`config.mk`:
```
export PLATFORM = sky130hd
export DESIGN_NAME = bsbtse_core
export DESIGN_NICKNAME = d
export VERILOG_FILES = /design/src/design/bsbtse_pkg.sv /design/src/design/bsbtse_decode.sv /design/src/design/bsbtse_core.sv
export SDC_FILE = /design/constraint.sdc
export NUM_CORES = 1
export LEC_CHECK = 0
export BUFFER_PORTS_ARGS = -buffer_cell sky130_fd_sc_hd__buf_2
export CAP_MARGIN = 5
export CORE_MARGIN = 8
export CORE_UTILIZATION = 45
export CTS_BUF_LIST = sky130_fd_sc_hd__clkbuf_8
export DETAILED_ROUTE_END_ITERATION = 6
export PLACE_DENSITY_LB_ADDON = 0.25
export SYNTH_ARGS = -nofsm -noshare
export SYNTH_HDL_FRONTEND = slang
export SYNTH_SLANG_ARGS = --single-unit
```
`constraint.sdc`:
```
create_clock -name clk_sys_i -period 2.9 [get_ports clk_sys_i]
set_clock_uncertainty 0.2 [all_clocks]
set_input_delay 0.29 -clock clk_sys_i [delete_from_list [all_inputs] [get_ports clk_sys_i]]
set_output_delay 0.29 -clock clk_sys_i [all_outputs]
set_load 0.02 [all_outputs]
```
`src/design/bsbtse_pkg.sv`:
```
// Overview of operation
// - skip-if-clear skips next when bit is zero
// - taken skip-if-clear discards prefetch, runs no-operation
// - skip-if-set skips next when bit is one
// - taken skip-if-set costs two cycles, untaken one
// - bit-set forces selected bit to one, one cycle
package bsbtse_pkg;

  localparam int unsigned INSTR_W = 14;
  localparam int unsigned ADDR_W  = 7;
  localparam int unsigned BIT_W   = 3;
  localparam int unsigned DATA_W  = 8;

  // field positions inside the instruction word
  localparam int unsigned ADDR_LSB = 0;
  localparam int unsigned BIT_LSB  = 7;
  localparam int unsigned OPC_LSB  = 10;
  localparam int unsigned OPC_W    = 4;

  // opcode nibbles: 01 01, 01 10, 01 11
  localparam logic [OPC_W-1:0] OPC_BIT_SET        = 4'h5;
  localparam logic [OPC_W-1:0] OPC_TEST_SKIP_CLR  = 4'h6;
  localparam logic [OPC_W-1:0] OPC_TEST_SKIP_SET  = 4'h7;

  // reset values
  localparam logic [ADDR_W-1:0] RST_ADDR = 7'h00;
  localparam logic [BIT_W-1:0]  RST_BIT  = 3'h0;
  localparam logic [DATA_W-1:0] RST_DATA = 8'h00;

  typedef enum logic [1:0] {
    OP_NONE,
    OP_BIT_SET_IN_REGISTER,
    OP_BIT_TEST_SKIP_IF_CLEAR,
    OP_BIT_TEST_SKIP_IF_SET
  } bsbtse_op_e;

  function automatic logic [DATA_W-1:0] bsbtse_bit_mask(input logic [BIT_W-1:0] sel);
    bsbtse_bit_mask = 8'h01 << sel;
  endfunction

endpackage

```
`src/design/bsbtse_decode.sv`:
```
`timescale 1ns/1ps
module bsbtse_decode (
  // instruction word
  input  wire logic [bsbtse_pkg::INSTR_W-1:0] instr_i,
  // decoded fields
  output bsbtse_pkg::bsbtse_op_e              op_o,
  output logic      [bsbtse_pkg::ADDR_W-1:0]  addr_o,
  output logic      [bsbtse_pkg::BIT_W-1:0]   bit_o
);

  logic [bsbtse_pkg::OPC_W-1:0] opc;

  assign opc    = instr_i[bsbtse_pkg::OPC_LSB +: bsbtse_pkg::OPC_W];
  assign addr_o = instr_i[bsbtse_pkg::ADDR_LSB +: bsbtse_pkg::ADDR_W];
  assign bit_o  = instr_i[bsbtse_pkg::BIT_LSB +: bsbtse_pkg::BIT_W];

  always_comb begin
    case (opc)
      bsbtse_pkg::OPC_BIT_SET:       op_o = bsbtse_pkg::OP_BIT_SET_IN_REGISTER;
      bsbtse_pkg::OPC_TEST_SKIP_CLR: op_o = bsbtse_pkg::OP_BIT_TEST_SKIP_IF_CLEAR;
      bsbtse_pkg::OPC_TEST_SKIP_SET: op_o = bsbtse_pkg::OP_BIT_TEST_SKIP_IF_SET;
      default:                       op_o = bsbtse_pkg::OP_NONE;
    endcase
  end

endmodule // bsbtse_decode

```
`src/design/bsbtse_core.sv`:
```
`timescale 1ns/1ps
module bsbtse_core (
  // clock and reset
  input  wire logic                            clk_sys_i,
  input  wire logic                            rst_i,
  // instruction from fetch stage
  input  wire logic                            instr_valid_i,
  input  wire logic [bsbtse_pkg::INSTR_W-1:0]  instr_i,
  // register file read port
  output logic      [bsbtse_pkg::ADDR_W-1:0]   rf_raddr_o,
  input  wire logic [bsbtse_pkg::DATA_W-1:0]   rf_rdata_i,
  // register file write port
  output logic                                 rf_we_o,
  output logic      [bsbtse_pkg::ADDR_W-1:0]   rf_waddr_o,
  output logic      [bsbtse_pkg::DATA_W-1:0]   rf_wdata_o,
  // sequencing to fetch stage
  output logic                                 skip_o,
  output logic                                 nop_o,
  output logic                                 done_o
);

  bsbtse_pkg::bsbtse_op_e            dec_op;
  logic [bsbtse_pkg::ADDR_W-1:0]     dec_addr;
  logic [bsbtse_pkg::BIT_W-1:0]      dec_bit;

  bsbtse_pkg::bsbtse_op_e            ex_op;
  logic [bsbtse_pkg::BIT_W-1:0]      ex_bit;
  logic                              ex_nop;
  logic                              kill_pend;
  logic [bsbtse_pkg::DATA_W-1:0]     opnd;
  logic                              sel_bit;
  logic                              taken;
  logic                              kill_now;

  bsbtse_decode u_decode (
    .instr_i (instr_i),
    .op_o    (dec_op),
    .addr_o  (dec_addr),
    .bit_o   (dec_bit)
  );

  // forward a pending write so back-to-back access to one register sees fresh data
  assign opnd    = (rf_we_o && (rf_waddr_o == rf_raddr_o)) ? rf_wdata_o : rf_rdata_i;
  assign sel_bit = |(opnd & bsbtse_pkg::bsbtse_bit_mask(ex_bit));

  always_comb begin
    case (ex_op)
      bsbtse_pkg::OP_BIT_TEST_SKIP_IF_CLEAR: taken = ~sel_bit;
      bsbtse_pkg::OP_BIT_TEST_SKIP_IF_SET:   taken = sel_bit;
      default:                               taken = 1'b0;
    endcase
  end

  // the kill waits for the next fetched word when fetch stalls behind the test
  assign kill_now = taken | kill_pend;

  // execute stage: the fetched word after a taken test becomes a no-operation
  always_ff @(posedge clk_sys_i) begin
    if (rst_i) begin
      ex_op      <= bsbtse_pkg::OP_NONE;
      ex_nop     <= 1'b0;
      ex_bit     <= bsbtse_pkg::RST_BIT;
      rf_raddr_o <= bsbtse_pkg::RST_ADDR;
    end else begin
      ex_op  <= (instr_valid_i && !kill_now) ? dec_op : bsbtse_pkg::OP_NONE;
      ex_nop <= instr_valid_i && kill_now;
      if (instr_valid_i) begin
        rf_raddr_o <= dec_addr;
        ex_bit     <= dec_bit;
      end
    end
  end

  always_ff @(posedge clk_sys_i) begin
    if (rst_i) begin
      kill_pend <= 1'b0;
    end else begin
      kill_pend <= kill_now && !instr_valid_i;
    end
  end

  // write-back: read-modify-write leaves unselected bits alone, no flag port exists
  always_ff @(posedge clk_sys_i) begin
    if (rst_i) begin
      rf_we_o    <= 1'b0;
      rf_waddr_o <= bsbtse_pkg::RST_ADDR;
      rf_wdata_o <= bsbtse_pkg::RST_DATA;
    end else begin
      rf_we_o    <= (ex_op == bsbtse_pkg::OP_BIT_SET_IN_REGISTER);
      rf_waddr_o <= rf_raddr_o;
      rf_wdata_o <= opnd | bsbtse_pkg::bsbtse_bit_mask(ex_bit);
    end
  end

  always_ff @(posedge clk_sys_i) begin
    if (rst_i) begin
      skip_o <= 1'b0;
      nop_o  <= 1'b0;
      done_o <= 1'b0;
    end else begin
      skip_o <= taken;
      nop_o  <= ex_nop;
      done_o <= (ex_op != bsbtse_pkg::OP_NONE);
    end
  end
endmodule // bsbtse_core

```
== After elaboration in Yosys (flattened, before gate mapping) ==
Index checks and enable logic that the tools add are counted.
Widths: inputs -> output; s select.

* Register bits: 33
* Bits in latches: 0
* RAM bits: 0
* Bits in read-only memories: 0
* Input port bits: 25
* Logic and storage cells: 36
* Memories kept: 0

* $add $sub $neg: 0
* Multipliers: 0
* Divide/modulo/power cells: 0
* Magnitude comparators: 0
* Equality and inequality tests: 7
* Shift-type cells: 1
* Muxes and demuxes: 3
* Bitwise operators: 5
* Reduce and logical (&&, ||, !) cells: 9

{| class="wikitable"
|+ Operators with widths
! cell !! number
|-
| $eq 4x3->1 const B || 3
|-
| $and 8x8->8 || 1
|-
| $mux 8 || 1
|-
| $or 8x8->8 || 1
|-
| $reduce_or 8->1 || 1
|-
| $shl 1x3->8 const A || 1
|-
| $eq 7x7->1 || 1
|-
| $pmux 2 s3 || 1
|-
| $eq 2x2->1 const B || 2
|-
| $logic_and 1x1->1 || 4
|-
| $eq 2x1->1 const B || 1
|-
| $logic_not 1->1 || 2
|-
| $not 1->1 || 2
|-
| $pmux 1 s2 || 1
|-
| $reduce_bool 2->1 || 1
|-
| $reduce_or 2->1 || 1
|-
| $or 1x1->1 || 1
|}

== Depth between registers and ports, before layout ==
* Depth after elaboration: 12
* Depth in mapped cells: 7

== By module ==
Synthesis repeated with hierarchy kept, for this count alone.

* Cells, all modules: 146
* Area total of the unflattened synthesis: 1467.7 um2

{| class="wikitable"
|+ Modules (own cells, without submodules)
! module !! times used !! cells each !! area each (um2) !! sequential area each (um2)
|-
| bsbtse_core || 1 || 134 || 1375.1 || 660.6
|-
| bsbtse_decode || 1 || 12 || 92.6 || 0.0
|}

== Worst setup path after synthesis ==
OpenSTA, ideal clock, no wires.

* Path type: register to register
* Start: register rf_raddr_o[5] in the netlist's numbering
* End: register ex_nop
* Arrival time: 1.455 ns
* Path slack: 1.154 ns
* Cell stages (with the launch flop): 6
* Clock period less this slack: 1.746 ns
* Cell sequence: dfxtp_1 > xnor2_1 > nand4_1 > nor3b_1 > mux2i_1 > a311oi_1

* Longest elaborated chain between the ends: 9

{| class="wikitable"
|+ RTL lines
! element !! line !! text
|-
| start: declaration || bsbtse_core.sv:10 || <nowiki>output logic [bsbtse_pkg::ADDR_W-1:0] rf_raddr_o,</nowiki>
|-
| start signal: assignment || bsbtse_core.sv:63 || <nowiki>rf_raddr_o <= bsbtse_pkg::RST_ADDR;</nowiki>
|-
| start signal: assignment || bsbtse_core.sv:68 || <nowiki>rf_raddr_o <= dec_addr;</nowiki>
|-
| $eq 7x7->1 * || bsbtse_core.sv:43 || <nowiki>assign opnd = (rf_we_o && (rf_waddr_o == rf_raddr_o)) ? rf_wdata_o : rf_rdata_i;</nowiki>
|-
| $logic_and 1x1->1 * || bsbtse_core.sv:43 ||
|-
| $mux 8 * || bsbtse_core.sv:43 ||
|-
| $and 8x8->8 * || bsbtse_core.sv:44 || <nowiki>assign sel_bit = |(opnd & bsbtse_pkg::bsbtse_bit_mask(ex_bit));</nowiki>
|-
| $reduce_or 8->1 * || bsbtse_core.sv:44 ||
|-
| $not 1->1 || bsbtse_core.sv:48 || <nowiki>bsbtse_pkg::OP_BIT_TEST_SKIP_IF_CLEAR: taken = ~sel_bit;</nowiki>
|-
| $pmux 1 s2 * || bsbtse_core.sv:47 || <nowiki>case (ex_op)</nowiki>
|-
| $or 1x1->1 * || bsbtse_core.sv:55 || <nowiki>assign kill_now = taken | kill_pend;</nowiki>
|-
| $logic_and 1x1->1 * || bsbtse_core.sv:66 || <nowiki>ex_nop <= instr_valid_i && kill_now;</nowiki>
|-
| end signal: assignment || bsbtse_core.sv:66 ||
|-
| end: declaration || bsbtse_core.sv:28 || <nowiki>logic ex_nop;</nowiki>
|}

Every way passes the cells marked *; elsewhere a longest branch is shown, timed or not.
A chain may end at the register's enable or synchronous reset.

== Final worst setup path ==
* Start: register ex_bit[1] in the netlist's numbering
* End: register kill_pend

* Longest elaborated chain between the ends: 7

{| class="wikitable"
|+ RTL lines
! element !! line !! text
|-
| start: declaration || bsbtse_core.sv:27 || <nowiki>logic [bsbtse_pkg::BIT_W-1:0] ex_bit;</nowiki>
|-
| start signal: assignment || bsbtse_core.sv:62 || <nowiki>ex_bit <= bsbtse_pkg::RST_BIT;</nowiki>
|-
| start signal: assignment || bsbtse_core.sv:69 || <nowiki>ex_bit <= dec_bit;</nowiki>
|-
| $shl 1x3->8 * || bsbtse_pkg.sv:38 || <nowiki>bsbtse_bit_mask = 8'h01 << sel;</nowiki>
|-
| $and 8x8->8 * || bsbtse_core.sv:44 ||
|-
| $reduce_or 8->1 * || bsbtse_core.sv:44 ||
|-
| $not 1->1 || bsbtse_core.sv:48 ||
|-
| $pmux 1 s2 * || bsbtse_core.sv:47 ||
|-
| $or 1x1->1 * || bsbtse_core.sv:55 ||
|-
| $logic_and 1x1->1 * || bsbtse_core.sv:78 || <nowiki>kill_pend <= kill_now && !instr_valid_i;</nowiki>
|-
| end signal: assignment || bsbtse_core.sv:78 ||
|-
| end: declaration || bsbtse_core.sv:29 || <nowiki>logic kill_pend;</nowiki>
|}

Marks and branches as above.

==> impl_metrics.env <==
export IMPL_status="finished clean"
export IMPL_cts_resized=0
export IMPL_setup_viol=0
export IMPL_grt_total_usage_pct=13.8
export IMPL_start_util_pct=47.6
export IMPL_area_delta_synth_final_pct=22.5
export IMPL_rsz0062_at_grt="no"
export IMPL_stdcell_count=239
export IMPL_p_leak_nw=0.768
export IMPL_min_period_over_period_pct=76.4
export IMPL_avgSynthCellArea_um2=9.82
export IMPL_cts_made_buffers=5
export IMPL_hold_violations=0
export IMPL_min_path_type="input pin to flop"
export IMPL_clock_sinks=33
export IMPL_dp_slack_ps=679
export IMPL_timing_fmax_mhz=451
export IMPL_cts_setup_buffers=0
export IMPL_ys_ff_latch=33
export IMPL_max_cap_violations=0
export IMPL_fin_setup_tns_ps=0
export IMPL_startpoint_type="flop"
export IMPL_ys_warn_count=0
export IMPL_cp_max_fo=19
export IMPL_finalMaxSlewViolations=0
export IMPL_die_x_um=72.8
export IMPL_post_route_min_period_ps=2220
export IMPL_globalplace_congestion=0.855
export IMPL_drt_iter0_drc=188
export IMPL_root_buffer="clkbuf_8"
export IMPL_dp_hpwl_um=2430
export IMPL_tightest_slew_ps=665
export IMPL_grt_max_degree=33
export IMPL_routed_wl_um=3340
export IMPL_setup_ws_ps=683
export IMPL_diodes=0
export IMPL_synthesis_area_um2=1450
export IMPL_fin_nets=220
export IMPL_dieArea_um2=5310
export IMPL_ios=51
export IMPL_vdd_drop_max_mv=0.315
export IMPL_cts_tree="built"
export IMPL_htreeDepth=2
export IMPL_antenna_found_initial=0
export IMPL_layout_drive_gt1_share_pct=29.7
export IMPL_postRouteAntennaNets=0
export IMPL_die_h_um=72.8
export IMPL_ys_seq_area_share_pct=45.4
export IMPL_drt_pre_antenna_iters=4
export IMPL_powerDensity_nw_per_um2=543
export IMPL_num_rows=20
export IMPL_core_um2=3050
export IMPL_portBuffers=50
export IMPL_avgRoutedWirePerCell_um=14.0
export IMPL_drc=0
export IMPL_slew_headroom_pct=55.6
export IMPL_worstPathArrival_ps=2210
export IMPL_syn_num_nets=173
export IMPL_cp_end_kind="flop"
export IMPL_insertion_delay_ps=280
export IMPL_grt_overflow_total=0
export IMPL_syn_inst=148
export IMPL_critPathKind="flop to flop"
export IMPL_post_drt_via_cell_ratio=5.06
export IMPL_required_ps=2890
export IMPL_hold_buffers=0
export IMPL_clock_path_buffers=2
export IMPL_synth_cell_types=28
export IMPL_clk_pin_slew_ps=60
export IMPL_fillers=301
export IMPL_vias=1209
export IMPL_dp_cells=232
export IMPL_grt_pass1_vias=1252
export IMPL_grt_pass1_wl_um=5750
-- stage by stage --
step | instance area [µm²] | utilization (%) | power [mW] | hold slack (ps)
floorplan | 1450 | - | 0.595 | 162
global placement | 1690 | 55.5 | 0.634 | 227
detailed placement | 1690 | 55.5 | 0.638 | 231
CTS | 1780 | 58.3 | 0.979 | 41.2
global route | 1780 | 58.3 | 1.01 | 46.6
finish | 1780 | 58.3 | 0.968 | 44.7
-- power breakdown --
group | leakage [nW] | internal (mW) | switching (mW)
combinational | 0.449 | 0.0578 | 0.0697
sequential | 0.271 | 0.474 | 0.0256
clock | 0.0485 | 0.184 | 0.156
-- logic make-up (layout without fill, tap and decap cells) --
kind of cell           Yosys count  after routing  synth area share [%]
AO/OA/AOI/OAI                   22             22                  8.78
XOR/XNOR                         7              7                  4.22
buffers and inverters           13             60                  5.25
multiplexers                    25             25                  17.6
flip-flops                      33             33                  45.4
AND/OR/NAND/NOR                 48             48                  18.8
-- flip-flops by register name, summed over array words and instances, names as in the netlist --
register / count
rf_wdata_o: 8
rf_raddr_o: 7
rf_waddr_o: 7
ex_bit: 3
ex_op: 2
done_o: 1
ex_nop: 1
kill_pend: 1
nop_o: 1
rf_we_o: 1
skip_o: 1
-- cells in the final DEF, fill, tap and decap left out --
master / n
inv_1: 4
o21ai_1: 1
nor2_4: 1
mux2i_1: 24
o21bai_1: 1
nor3_1: 2
nor2b_1: 9
dfxtp_1: 33
mux2_4: 1
nor3b_1: 2
and4_1: 2
a31oi_1: 2
nor4b_1: 1
or3_1: 2
nand2_1: 3
nor2_1: 14
xnor2_1: 7
nand3_1: 3
nand4_1: 2
and2_1: 2
o21ai_0: 2
buf_2: 50
o211ai_1: 2
a21oi_1: 12
a311oi_1: 2
clkbuf_8: 6
nand3b_1: 5
-- cell usage after synthesis --
| master | number | area (µm²) |
|---|---|---|
| xnor2_1 | 7 | 61.3 |
| nor2b_1 | 9 | 56.3 |
| nor3_1 | 2 | 10.0 |
| a21oi_1 | 12 | 60.1 |
| nor2_1 | 14 | 52.6 |
| nor3b_1 | 2 | 15.0 |
| dfxtp_1 | 33 | 661 |
| nor4b_1 | 1 | 8.76 |
| o21bai_1 | 1 | 7.51 |
| o21ai_1 | 1 | 5.00 |
| clkbuf_1 | 3 | 11.3 |
| nand3b_1 | 5 | 37.5 |
| nand2_1 | 3 | 11.3 |
| a31oi_1 | 2 | 12.5 |
| nand4_1 | 2 | 12.5 |
| inv_1 | 3 | 11.3 |
| a311oi_1 | 2 | 17.5 |
| o211ai_1 | 2 | 15.0 |
| or3_1 | 2 | 12.5 |
| and2_1 | 2 | 12.5 |
| nor2_4 | 1 | 11.3 |
| nand3_1 | 3 | 15.0 |
| and4_1 | 2 | 17.5 |
| buf_6 | 3 | 33.8 |
| mux2_4 | 1 | 15.0 |
| mux2i_1 | 24 | 240 |
| buf_2 | 4 | 20.0 |
| o21ai_0 | 2 | 10.0 |
-- layout make-up --
cell class | count | area [µm²] | share of cell area (%)
clock buffers | 6 | 82.6 | 4.64
clock inverters | 1 | 3.75 | 0.211
inverters | 3 | 11.3 | 0.632
multi-input cells | 102 | 717 | 40.3
flip-flops and latches | 33 | 661 | 37.1
well taps | 44 | 55.1 | 3.09
repair buffers | 50 | 250 | 14.1
-- metal layers --
metal / track usage, % / share of wire (%) / vias up
met4: 6.00 / 1.5 / 0
met1: 14.9 / 44 / 554
li1: - / - / 609
met2: 21.6 / 45 / 40
met3: 7.69 / 8.9 / 6
met5: 0 / 0 / -
-- worst paths after layout --
check	startpoint	endpoint	slack (ps)	depth (start not counted)
max reg2reg	ex_bit[1]$_SDFFE_PP0P_	kill_pend$_SDFF_PP0_	680	5
min	instr_i[6]	rf_raddr_o[6]$_SDFFE_PP0P_	40	3
max	ex_bit[1]$_SDFFE_PP0P_	kill_pend$_SDFF_PP0_	680	5
min reg2reg	ex_nop$_SDFF_PP0_	nop_o$_SDFF_PP0_	250	1
-- critical path, cell delays in order (launching register included) --
cell,delay (ps)
dfxtp_1,750
mux2i_1,250
o211ai_1,100
a21oi_1,210
mux2_4,350
a311oi_1,270
Power figures use the tool's default switching activity.
